==> src/cps_pkg.sv <==
// ==========================================================================
// Shared constants and types for the instruction sequencer.
// ==========================================================================
package cps_pkg;

   // ======================================================================
   // Widths and sizes.
   // ======================================================================
   localparam int unsigned PC_W = 12;
   localparam int unsigned DATA_W = 8;
   localparam int unsigned INSN_W = 15;
   localparam int unsigned PMEM_WORDS = 4096;
   localparam int unsigned STACK_LEVELS = 6;
   localparam int unsigned SP_W = 3;
   localparam int unsigned APB_ADDR_W = 12;
   localparam logic [SP_W-1:0] STACK_FULL_CNT = 3'h6;
   localparam logic [SP_W-1:0] SP_LAST = 3'h5;

   // ======================================================================
   // Vectors and reset values.
   // ======================================================================
   localparam logic [PC_W-1:0] RESET_VECTOR = 12'h000;
   localparam logic [PC_W-1:0] IRQ_VECTOR = 12'h004;
   localparam logic [DATA_W-1:0] ACC_RESET = 8'h00;
   localparam logic [SP_W-1:0] SP_RESET = 3'h0;

   // ======================================================================
   // Register offsets and field positions.
   // ======================================================================
   localparam logic [APB_ADDR_W-1:0] OFS_PC_LOW = 12'h000;
   localparam logic [APB_ADDR_W-1:0] OFS_CTRL = 12'h004;
   localparam logic [APB_ADDR_W-1:0] OFS_STATUS = 12'h008;
   localparam logic [APB_ADDR_W-1:0] OFS_ACC = 12'h00c;
   localparam int unsigned CTRL_IRQ_EN_BIT = 0;
   localparam int unsigned STAT_FLAGS_LSB = 0;
   localparam int unsigned STAT_DEPTH_LSB = 4;
   localparam int unsigned STAT_PEND_BIT = 7;
   localparam int unsigned STAT_PC_HIGH_LSB = 8;
   localparam int unsigned STAT_IRQ_EN_BIT = 12;

   // ======================================================================
   // Instruction word layout and operation codes.
   // ======================================================================
   typedef enum logic [2:0] {
      OP_ALU = 3'h0,
      OP_UNCONDITIONAL_BRANCH = 3'h1,
      OP_CALL = 3'h2,
      OP_ROUTINE_EXIT = 3'h3,
      OP_INTERRUPT_EXIT = 3'h4,
      OP_SKIP_ZERO = 3'h5,
      OP_SKIP_NONZERO = 3'h6,
      OP_WRITE_PC_LOW = 3'h7
   } cps_op_t;

   typedef struct packed {
      cps_op_t op;
      logic [PC_W-1:0] arg;
   } cps_insn_t;

   typedef enum logic [3:0] {
      ALU_ADD, ALU_ADC, ALU_SUB, ALU_SBC, ALU_DAA, ALU_AND, ALU_OR, ALU_XOR,
      ALU_CPL, ALU_RR, ALU_RRC, ALU_RL, ALU_RLC, ALU_INC, ALU_DEC, ALU_PASS
   } cps_alu_fn_t;

   typedef struct packed {
      logic ov;
      logic z;
      logic ac;
      logic c;
   } cps_flags_t;

   typedef enum logic [1:0] {PH_T1, PH_T2, PH_T3, PH_T4} cps_phase_t;

endpackage : cps_pkg

==> src/cps_alu.sv <==
`timescale 1ns/1ns
// ==========================================================================
// Eight-bit arithmetic and logic unit.
// ==========================================================================
module cps_alu
   import cps_pkg::*;
(
   // Operation and operands.
   input wire cps_alu_fn_t func_i,
   input wire logic [DATA_W-1:0] a_i,
   input wire logic [DATA_W-1:0] b_i,
   input wire cps_flags_t flags_i,
   // Result and updated flags.
   output logic [DATA_W-1:0] result_o,
   output cps_flags_t flags_o
);

   // ======================================================================
   // Shared adder: subtraction adds the complement, so carry means no borrow.
   // ======================================================================
   wire sub_sel = (func_i == ALU_SUB) || (func_i == ALU_SBC);
   wire [DATA_W-1:0] addend = sub_sel ? ~b_i : b_i;
   wire cin = (func_i == ALU_ADD) ? 1'b0 : ((func_i == ALU_SUB) ? 1'b1 : flags_i.c);
   wire [8:0] sum = {1'b0, a_i} + {1'b0, addend} + {8'h00, cin};
   wire [4:0] nib = {1'b0, a_i[3:0]} + {1'b0, addend[3:0]} + {4'h0, cin};
   wire add_ov = (a_i[7] == addend[7]) && (sum[7] != a_i[7]);

   // Decimal adjust works in two steps so the high fix sees the low carry.
   wire lo_fix = (a_i[3:0] > 4'h9) || flags_i.ac;
   wire [8:0] daa_step = {1'b0, a_i} + (lo_fix ? 9'h006 : 9'h000);
   wire hi_fix = (daa_step[7:4] > 4'h9) || flags_i.c || daa_step[8];
   wire [8:0] daa_sum = daa_step + (hi_fix ? 9'h060 : 9'h000);

   // ======================================================================
   // Result select and flag update.
   // ======================================================================
   // [RL18] Result and flag update.
   // [RL19] Operation groups.
   always_comb begin
      result_o = a_i;
      flags_o = flags_i;
      case (func_i)
         ALU_ADD, ALU_ADC, ALU_SUB, ALU_SBC: begin
            result_o = sum[7:0];
            flags_o.c = sum[8];
            flags_o.ac = nib[4];
            flags_o.ov = add_ov;
         end
         ALU_DAA: begin
            result_o = daa_sum[7:0];
            flags_o.c = hi_fix;
         end
         ALU_AND: result_o = a_i & b_i;
         ALU_OR: result_o = a_i | b_i;
         ALU_XOR: result_o = a_i ^ b_i;
         ALU_CPL: result_o = ~a_i;
         ALU_RR: result_o = {a_i[0], a_i[7:1]};
         ALU_RRC: begin
            result_o = {flags_i.c, a_i[7:1]};
            flags_o.c = a_i[0];
         end
         ALU_RL: result_o = {a_i[6:0], a_i[7]};
         ALU_RLC: begin
            result_o = {a_i[6:0], flags_i.c};
            flags_o.c = a_i[7];
         end
         ALU_INC: result_o = a_i + 8'h01;
         ALU_DEC: result_o = a_i - 8'h01;
         default: result_o = b_i;
      endcase
      flags_o.z = (result_o == 8'h00);
   end

endmodule : cps_alu

==> src/cps_sequencer.sv <==
`timescale 1ns/1ns
// Behaviour
// [RL1] Four phases form one instruction cycle.
// [RL2] Counter increments and fetch in first phase.
// [RL3] Decode and execute in phases two to four.
// [RL4] Fetch overlaps execution, one per cycle.
// [RL5] Branches take two instruction cycles.
// [RL6] Non-branch advances counter by one.
// [RL7] Jump, call, interrupt, reset load target.
// [RL8] Taken skip discards prefetch, dummy cycle.
// [RL9] Twelve-bit counter, only low byte visible; the status word also shows the high four bits.
// [RL10] Low byte write jumps within page.
// [RL11] Low byte write adds dummy cycle.
// [RL12] Six-level hidden stack of counter values.
// [RL13] Call or acknowledge pushes counter.
// [RL14] Returns pop and restore counter.
// [RL15] Reset points stack at top.
// [RL16] Full stack defers interrupt, keeps request.
// [RL17] Call on full stack loses oldest.
// [RL18] ALU updates flags, writes result register.
// [RL19] ALU supports arithmetic, logic, rotate, branch groups.
// [RL20] Fetch starts at address zero.
// [RL21] Program memory is 4K fifteen-bit words.
// [RL22] Deferred interrupt taken once level frees.
// [RL23] Wrapping stack index overwrites oldest entry.
module cps_sequencer
   import cps_pkg::*;
(
   // Clock and reset.
   input wire logic clk_sys_i,
   input wire logic sys_rst_i,
   // APB register slave.
   input wire logic psel_i,
   input wire logic penable_i,
   input wire logic pwrite_i,
   input wire logic [APB_ADDR_W-1:0] paddr_i,
   input wire logic [31:0] pwdata_i,
   input wire logic [3:0] pstrb_i,
   output logic [31:0] prdata_o,
   output logic pready_o,
   output logic pslverr_o,
   // Program memory fetch port.
   output logic [PC_W-1:0] pmem_addr_o,
   output logic pmem_rd_o,
   input wire logic [INSN_W-1:0] pmem_data_i,
   // Interrupt request and acknowledge.
   input wire logic irq_req_i,
   output logic irq_ack_o,
   // Phase clocks, one-hot.
   output logic [3:0] phase_o
);

   // ======================================================================
   // State.
   // ======================================================================
   cps_phase_t phase_reg;
   cps_phase_t phase_next;
   logic [3:0] phase_oh_reg;
   logic [PC_W-1:0] pc_reg;
   logic [PC_W-1:0] pc_next;
   cps_insn_t fetch_reg;
   cps_insn_t ir_reg;
   logic ir_valid_reg;
   logic [DATA_W-1:0] acc_reg;
   cps_flags_t flags_reg;
   logic [PC_W-1:0] stack_mem [STACK_LEVELS];
   logic [SP_W-1:0] sp_reg;
   logic [SP_W-1:0] depth_reg;
   logic irq_pend_reg;
   logic irq_en_reg;
   logic irq_ack_reg;
   logic pcl_wr_pend_reg;
   logic [DATA_W-1:0] pcl_wr_data_reg;
   logic [31:0] prdata_reg;
   logic pslverr_reg;

   // Wrapping stack index helpers.
   function automatic logic [SP_W-1:0] sp_inc(input logic [SP_W-1:0] x);
      sp_inc = (x == SP_LAST) ? SP_RESET : x + 3'h1;
   endfunction : sp_inc

   function automatic logic [SP_W-1:0] sp_dec(input logic [SP_W-1:0] x);
      sp_dec = (x == SP_RESET) ? SP_LAST : x - 3'h1;
   endfunction : sp_dec

   // ======================================================================
   // Decode of the executing instruction.
   // ======================================================================
   // [RL3] Decode across the execute phases.
   wire boundary = (phase_reg == PH_T4);
   wire exec = boundary && ir_valid_reg;
   wire is_branch = exec && (ir_reg.op == OP_UNCONDITIONAL_BRANCH);
   wire is_call = exec && (ir_reg.op == OP_CALL);
   wire is_rtn = exec && (ir_reg.op == OP_ROUTINE_EXIT);
   wire is_rti = exec && (ir_reg.op == OP_INTERRUPT_EXIT);
   wire is_wpcl = exec && (ir_reg.op == OP_WRITE_PC_LOW);
   wire is_alu = exec && (ir_reg.op == OP_ALU);
   wire is_skz = exec && (ir_reg.op == OP_SKIP_ZERO);
   wire is_sknz = exec && (ir_reg.op == OP_SKIP_NONZERO);
   wire is_pop = is_rtn || is_rti;
   wire flow_insn = is_branch || is_call || is_pop || is_wpcl;

   // ======================================================================
   // ALU.
   // ======================================================================
   logic [DATA_W-1:0] alu_result;
   cps_flags_t alu_flags;
   wire cps_alu_fn_t alu_func = cps_alu_fn_t'(ir_reg.arg[11:8]);

   cps_alu u_alu (
      .func_i(alu_func),
      .a_i(acc_reg),
      .b_i(ir_reg.arg[7:0]),
      .flags_i(flags_reg),
      .result_o(alu_result),
      .flags_o(alu_flags)
   );

   // Skip ops write back only for increment and decrement forms.
   wire skip_wb = (is_skz || is_sknz) && ((alu_func == ALU_INC) || (alu_func == ALU_DEC));
   // [RL19] Branch condition evaluation.
   wire skip_taken = (is_skz && alu_flags.z) || (is_sknz && !alu_flags.z);

   // ======================================================================
   // Redirect and interrupt arbitration at the instruction boundary.
   // ======================================================================
   wire stack_full = (depth_reg == STACK_FULL_CNT);
   // [RL10] Bus write branches at the first boundary that carries no flow instruction.
   wire take_apb_pcl = boundary && pcl_wr_pend_reg && !flow_insn;
   // [RL16] Full stack withholds acknowledge.
   // [RL22] Deferred request taken at a free boundary.
   wire irq_ack = boundary && irq_pend_reg && irq_en_reg && !stack_full && !flow_insn
      && !take_apb_pcl && !skip_taken;
   wire redirect = flow_insn || take_apb_pcl || skip_taken || irq_ack;
   // [RL13] Call or acknowledge pushes.
   wire do_push = is_call || irq_ack;
   // The instruction waiting in the fetch register sits one below the counter.
   wire [PC_W-1:0] ret_addr = pc_reg - 12'h001;
   wire [PC_W-1:0] stack_top = stack_mem[sp_dec(sp_reg)];

   // Redirect target select.
   // [RL6] Sequential advance by one.
   // [RL7] Load the required target.
   // [RL14] Return restores saved counter.
   // [RL10] Page bits kept on low byte write.
   always_comb begin
      pc_next = pc_reg;
      if (phase_reg == PH_T1) begin
         pc_next = pc_reg + 12'h001;
      end else if (boundary) begin
         if (is_branch || is_call) begin
            pc_next = ir_reg.arg;
         end else if (is_pop) begin
            pc_next = stack_top;
         end else if (is_wpcl) begin
            pc_next = {pc_reg[PC_W-1:DATA_W], acc_reg};
         end else if (take_apb_pcl) begin
            pc_next = {pc_reg[PC_W-1:DATA_W], pcl_wr_data_reg};
         end else if (irq_ack) begin
            pc_next = IRQ_VECTOR;
         end
      end
   end

   // [RL1] Phase sequence T1 to T4.
   always_comb begin
      case (phase_reg)
         PH_T1: phase_next = PH_T2;
         PH_T2: phase_next = PH_T3;
         PH_T3: phase_next = PH_T4;
         PH_T4: phase_next = PH_T1;
         default: phase_next = PH_T1;
      endcase
   end

   // ======================================================================
   // Phase, counter and pipeline registers.
   // ======================================================================
   // [RL20] Reset starts at address zero.
   // [RL2] Increment and fetch in T1.
   // [RL4] Overlapped fetch and execute.
   always_ff @(posedge clk_sys_i) begin
      if (sys_rst_i) begin
         phase_reg <= PH_T1;
         phase_oh_reg <= 4'h1;
         pc_reg <= RESET_VECTOR;
         fetch_reg <= '0;
         ir_reg <= '0;
         ir_valid_reg <= 1'b0;
      end else begin
         phase_reg <= phase_next;
         phase_oh_reg <= 4'h1 << phase_next;
         pc_reg <= pc_next;
         if (phase_reg == PH_T1) begin
            fetch_reg <= cps_insn_t'(pmem_data_i);
         end
         // [RL5] Branches spend a dummy cycle.
         // [RL8] Redirects turn the next cycle into a dummy.
         // [RL11] Low byte writes insert a dummy.
         if (boundary) begin
            ir_reg <= fetch_reg;
            ir_valid_reg <= !redirect;
         end
      end
   end

   // Accumulator and status flags.
   // [RL18] Result to accumulator.
   always_ff @(posedge clk_sys_i) begin
      if (sys_rst_i) begin
         acc_reg <= ACC_RESET;
         flags_reg <= '0;
      end else if (is_alu) begin
         acc_reg <= alu_result;
         flags_reg <= alu_flags;
      end else if (skip_wb) begin
         acc_reg <= alu_result;
      end
   end

   // ======================================================================
   // Return stack; the index wraps, so an overflowing push eats the oldest.
   // ======================================================================
   // [RL12] Hidden six-level stack.
   // [RL23] Wrapping index overwrite.
   always_ff @(posedge clk_sys_i) begin
      if (do_push) begin
         stack_mem[sp_reg] <= ret_addr;
      end
   end

   // [RL15] Reset points at the top.
   // [RL17] Call on a full stack proceeds.
   always_ff @(posedge clk_sys_i) begin
      if (sys_rst_i) begin
         sp_reg <= SP_RESET;
         depth_reg <= SP_RESET;
      end else if (do_push) begin
         sp_reg <= sp_inc(sp_reg);
         depth_reg <= stack_full ? depth_reg : depth_reg + 3'h1;
      end else if (is_pop) begin
         sp_reg <= sp_dec(sp_reg);
         depth_reg <= (depth_reg == SP_RESET) ? depth_reg : depth_reg - 3'h1;
      end
   end

   // ======================================================================
   // Interrupt request and enable; a new request beats the clear.
   // ======================================================================
   wire apb_write = psel_i && penable_i && pwrite_i && pstrb_i[0];
   wire apb_setup = psel_i && !penable_i;
   wire hit_pcl = (paddr_i == OFS_PC_LOW);
   wire hit_ctrl = (paddr_i == OFS_CTRL);
   wire hit_status = (paddr_i == OFS_STATUS);
   wire hit_acc = (paddr_i == OFS_ACC);
   wire hit_any = hit_pcl || hit_ctrl || hit_status || hit_acc;

   // [RL16] Request flag recorded regardless of stack state.
   always_ff @(posedge clk_sys_i) begin
      if (sys_rst_i) begin
         irq_pend_reg <= 1'b0;
         irq_en_reg <= 1'b0;
         irq_ack_reg <= 1'b0;
      end else begin
         irq_pend_reg <= irq_req_i || (irq_pend_reg && !irq_ack);
         irq_ack_reg <= irq_ack;
         if (irq_ack) begin
            irq_en_reg <= 1'b0;
         end else if (is_rti) begin
            irq_en_reg <= 1'b1;
         end else if (apb_write && hit_ctrl) begin
            irq_en_reg <= pwdata_i[CTRL_IRQ_EN_BIT];
         end
      end
   end

   // ======================================================================
   // APB slave: zero wait states, read data captured in the setup cycle.
   // ======================================================================
   wire [31:0] status_word = {19'h00000, irq_en_reg, pc_reg[PC_W-1:DATA_W], irq_pend_reg,
      depth_reg, flags_reg};
   // [RL9] Low counter byte reads at OFS_PC_LOW; the status word also shows the high four bits.
   wire [31:0] read_mux = hit_pcl ? {24'h000000, pc_reg[DATA_W-1:0]} :
      hit_ctrl ? {31'h00000000, irq_en_reg} :
      hit_status ? status_word :
      hit_acc ? {24'h000000, acc_reg} : 32'h00000000;

   // A later bus write replaces the pending target; set beats clear.
   always_ff @(posedge clk_sys_i) begin
      if (sys_rst_i) begin
         pcl_wr_pend_reg <= 1'b0;
         pcl_wr_data_reg <= 8'h00;
         prdata_reg <= 32'h00000000;
         pslverr_reg <= 1'b0;
      end else begin
         if (apb_write && hit_pcl) begin
            pcl_wr_pend_reg <= 1'b1;
            pcl_wr_data_reg <= pwdata_i[DATA_W-1:0];
         end else if (take_apb_pcl) begin
            pcl_wr_pend_reg <= 1'b0;
         end
         if (apb_setup) begin
            prdata_reg <= pwrite_i ? 32'h00000000 : read_mux;
            pslverr_reg <= !hit_any;
         end
      end
   end

   // ======================================================================
   // Outputs.
   // ======================================================================
   assign prdata_o = prdata_reg;
   assign pready_o = 1'b1;
   assign pslverr_o = psel_i && penable_i && pslverr_reg;
   // [RL21] Fetch address and strobe to 4K-word memory.
   assign pmem_addr_o = pc_reg;
   assign pmem_rd_o = phase_oh_reg[0];
   assign irq_ack_o = irq_ack_reg;
   assign phase_o = phase_oh_reg;
endmodule : cps_sequencer

==> config.mk <==
export PLATFORM = sky130hd
export DESIGN_NAME = cps_sequencer
export DESIGN_NICKNAME = d
export VERILOG_FILES = /design/src/cps_pkg.sv /design/src/cps_alu.sv /design/src/cps_sequencer.sv
export SDC_FILE = /design/constraint.sdc
export NUM_CORES = 1
export LEC_CHECK = 0
export BUFFER_PORTS_ARGS = -buffer_cell sky130_fd_sc_hd__clkbuf_2
export CAP_MARGIN = 30
export CORE_ASPECT_RATIO = 0.9
export CORE_UTILIZATION = 50
export DETAILED_ROUTE_END_ITERATION = 16
export GPL_TIMING_DRIVEN = 0
export PLACE_DENSITY = 0.77
export SYNTH_ARGS = -nofsm -noshare
export SYNTH_HDL_FRONTEND = slang
export SYNTH_SLANG_ARGS = --single-unit
==> constraint.sdc <==
create_clock -name clk_sys_i -period 13.1 [get_ports clk_sys_i]
set_input_delay 0.655 -clock clk_sys_i [delete_from_list [all_inputs] [get_ports clk_sys_i]]
set_output_delay 0.655 -clock clk_sys_i [all_outputs]
set_load 0.1 [all_outputs]
==> results.yml <==
worst_hold_path:
  hp-start: "irq_req_i"
  min_path_type: "in2reg"
critical_path:
  critPathTopFamily: "simple AND/OR/NAND/NOR gates"
  cp_slowest_cell: "nor4b_2"
  endpoint_kind: "flip-flop"
  r2r-end: "stack_mem[2][0]"
  cp_max_fo: 8
  crit_arrival_ns: 7.47
  path_class: "reg2reg"
  cp-start-kind: "flip-flop"
  startpoint: "acc_reg[1]"
  cp_slowest_stage_delay_ns: 0.73
  reg2regPathDepth: 21
  crit_path_cell_trace: "clkbuf_1, o21ai_0, nand2b_1, ha_1, fa_1, nand3_1, or3_1, o311ai_0, ha_1, inv_1, fa_1, xor2_1, xnor2_1, a221oi_1, a31oi_1, nor4_4, mux2i_2, or2_1, inv_1, nor4b_2, buf_4"
  r2r_slack_ns: 5.78
  crit_end: "stack_mem[2][0]"
  required_ns: 13.24
  cp_num_cells: 21
  critical_path_buf_inv_count: 4
  r2r_start: "acc_reg[1]"
sta:
  skew_ns: 0.00850
  tns_ns: 0
  finalHoldViolCount: 0
  min_period_ns: 7.32
  min_period_over_period_pct: 55.9
  postLayoutSetupSlackWorst_ns: 5.78
  timing.fmax_mhz: 137
  max_slew_margin_pct: 37.2
  setup_viol: 0
  worst_pin_slew_ns: 0.935
  grt_setup_unrepaired: "false"
  drv_slew: 0
route:
  vias_per_cell: 6.07
  drt-met1-wl_um: 11900
  num_vias: 8304
  wl_met2_um: 12100
  met3WireLength_um: 2950
  wire_per_inst_um: 20.2
  dr.pass1.iters: 11
  drtIter0Drc: 1249
  ant_nets: 0
  dr.max_layer_used: "met4"
  drc: 0
  wirelength_um: 27700
floorplanning:
  die_h_um: 133
  die-area_um2: 19700
  die_x_um: 148
  core-area_um2: 18600
  design.portCount: 121
  start_util_pct: 51.5
  fp-row-count: 47
synthesis:
  synth-edff-count: 72
  yosysTopAreaCell: "edfxtp_1"
  synth_flop_cell: "dfxtp_1"
  syn_area_um2: 9560
  synthTopCellsByArea: "edfxtp_1 (23%), dfxtp_1 (19%), mux2i_1 (7.4%)"
  syn_avg_cell_area_um2: 9.61
  ys_warn_count: 0
  ys_async_sr_fraction_pct: 0
  yosysSeqAreaShare_pct: 42.1
  ys_ff_latch: 165
  synth_cell_types: 74
  synth_top_area_share_pct: 22.6
  synth_cells: 995
clock_network:
  numCtsBuffers: 17
  postCtsSetupRepairBufs: 0
  cts_tree: "built"
  hold_buffers: 0
  cts_buffer_depth: 2
  post_cts_resized: 0
  cts_root_buf: "clkbuf_16"
  cts_sinks: 165
  htree_levels: 4
  clk_pin_slew_worst_paths_ns: 0.07
  clk_latency_ns: 0.44
power_and_ir_drop:
  p_per_area_nw_per_um2: 144
  ir_worst_vdd_v: 0.000125
  power.total_mw: 1.57
  p_leak_nw: 4.27
final_layout:
  largest_register_ffs: 72
  drive_gt1_share_pct: 15.9
  layoutNonFillerInstCount: 1368
  nNetsFinal: 1224
  fin_area_um2: 10900
  n_antenna_cell: 0
  num-fill-cells: 1599
  syn_to_final_growth_pct: 14.4
outcome:
  outcome: "complete, no violations"
global_routing:
  grt_pass1_wl_um: 42400
  grt_usage_pct: 28.3
  antenna_found_initial: 0
  grt_overflow: 0
  grt_max_degree: 17
  grt_pass1_vias: 7464
placement:
  portBuffers: 72
  place.gp.congestion: 0.952
  pre_cts_ws_ns: 5.90
  placedCellCount: 1335
  dp_hpwl_um: 20200
  place_area_um2: 10300
flow_run:
  maxCapViolations: 0
[routing by layer]
layer,GRT usage (%),up-vias
li1,-,3822
met1,40.6,3887
met2,42.2,520
met3,5.79,75
met4,10.4,0
met5,0,-
[worst min-delay path by stage]
| stage | to | slack, ns | depth (start not counted) |
|---|---|---|---|
| detailed placement | fetch_reg[0] | 0.49 | 2 |
| CTS | irq_pend_reg | 0.43 | 3 |
| global route | irq_pend_reg | 0.45 | 3 |
| finish | irq_pend_reg | 0.44 | 3 |
| global placement | fetch_reg[2] | 0.47 | 2 |
| floorplan | pslverr_reg | 0.46 | 2 |
[power breakdown]
part	leakage (nW)	internal (mW)	switching, mW	total, mW
logic	2.59	0.110	0.313	0.424
registers	1.40	0.629	0.0233	0.652
clock network	0.280	0.274	0.224	0.499
[logic make-up (layout without fill, tap and decap cells)]
group                      after synthesis  after routing  synth area share [%]
and+or+nand+nor                        298            298                  14.8
AOI/OAI and AO/OA                      223            223                  15.7
DFF                                    165            165                  42.1
buffers and inverters                  137            247                  6.66
muxes                                   89             89                  11.0
adders and majority gates               45             45                  6.36
xor gates and xnor gates                36             36                  3.30
other                                    2             20                0.0785
[stage by stage]
stage,util [%],hold WS (ns)
after CTS,58.8,0.431
after global routing,58.9,0.455
after detailed placement,55.7,0.486
after floorplan,-,0.455
after global placement,55.4,0.474
final,58.9,0.440
[synthesized netlist by cell type (all sizes together), types with 6 or more instances]
master and number:
nor4 8, edfxtp 72, ha 39, clkbuf 48, a31oi 7, o211ai 7
a21o 6, a221oi 6, a22oi 17, mux2i 72, o21ai 47, nand2 42
nand2b 11, xnor2 26, o31ai 8, inv 43, nor2 144, xor2 10
nor3 17, or3 7, a222oi 13, buf 46, dfxtp 93, fa 6
mux4 12, nor2b 7, o22ai 7, and3 8, a21oi 55, nand3 20
a211oi 13
[layout by cell type (no fill, tap or decap), types with 26 or more instances in the layout]
cell type and instances:
ha_1 39, nor2_1 143, a21oi_1 54, nand2_1 42
buf_4 26, o21ai_0 47, clkbuf_2 72, xnor2_1 26
clkbuf_1 50, edfxtp_1 72, mux2i_1 71, inv_1 43
dfxtp_1 93
[worst register-to-register path: cells and delay by family (launching register included)]
| kind | cells | cell delay, ns |
|---|---|---|
| buffers and inverters | 4 | 1.01 |
| AND/OR/NAND/NOR | 6 | 2.12 |
| XOR/XNOR | 2 | 0.33 |
| AO/OA/AOI/OAI | 4 | 1.28 |
| flip-flops | 1 | 0.55 |
| adder cells (fa/ha/maj) | 4 | 1.15 |
| multiplexers | 1 | 0.60 |
[cell type report]
type	count	area [µm²]	share of cell area (%)
Multi-Input combinational cell	711	4980	45.5
Sequential cell	165	4020	36.8
Buffer	94	475	4.35
Clock buffer	20	447	4.08
Timing Repair Buffer	78	404	3.69
Tap cell	245	307	2.80
Inverter	43	161	1.48
Clock inverter	12	139	1.27
No activity file was read; power rests on OpenSTA's default activity.
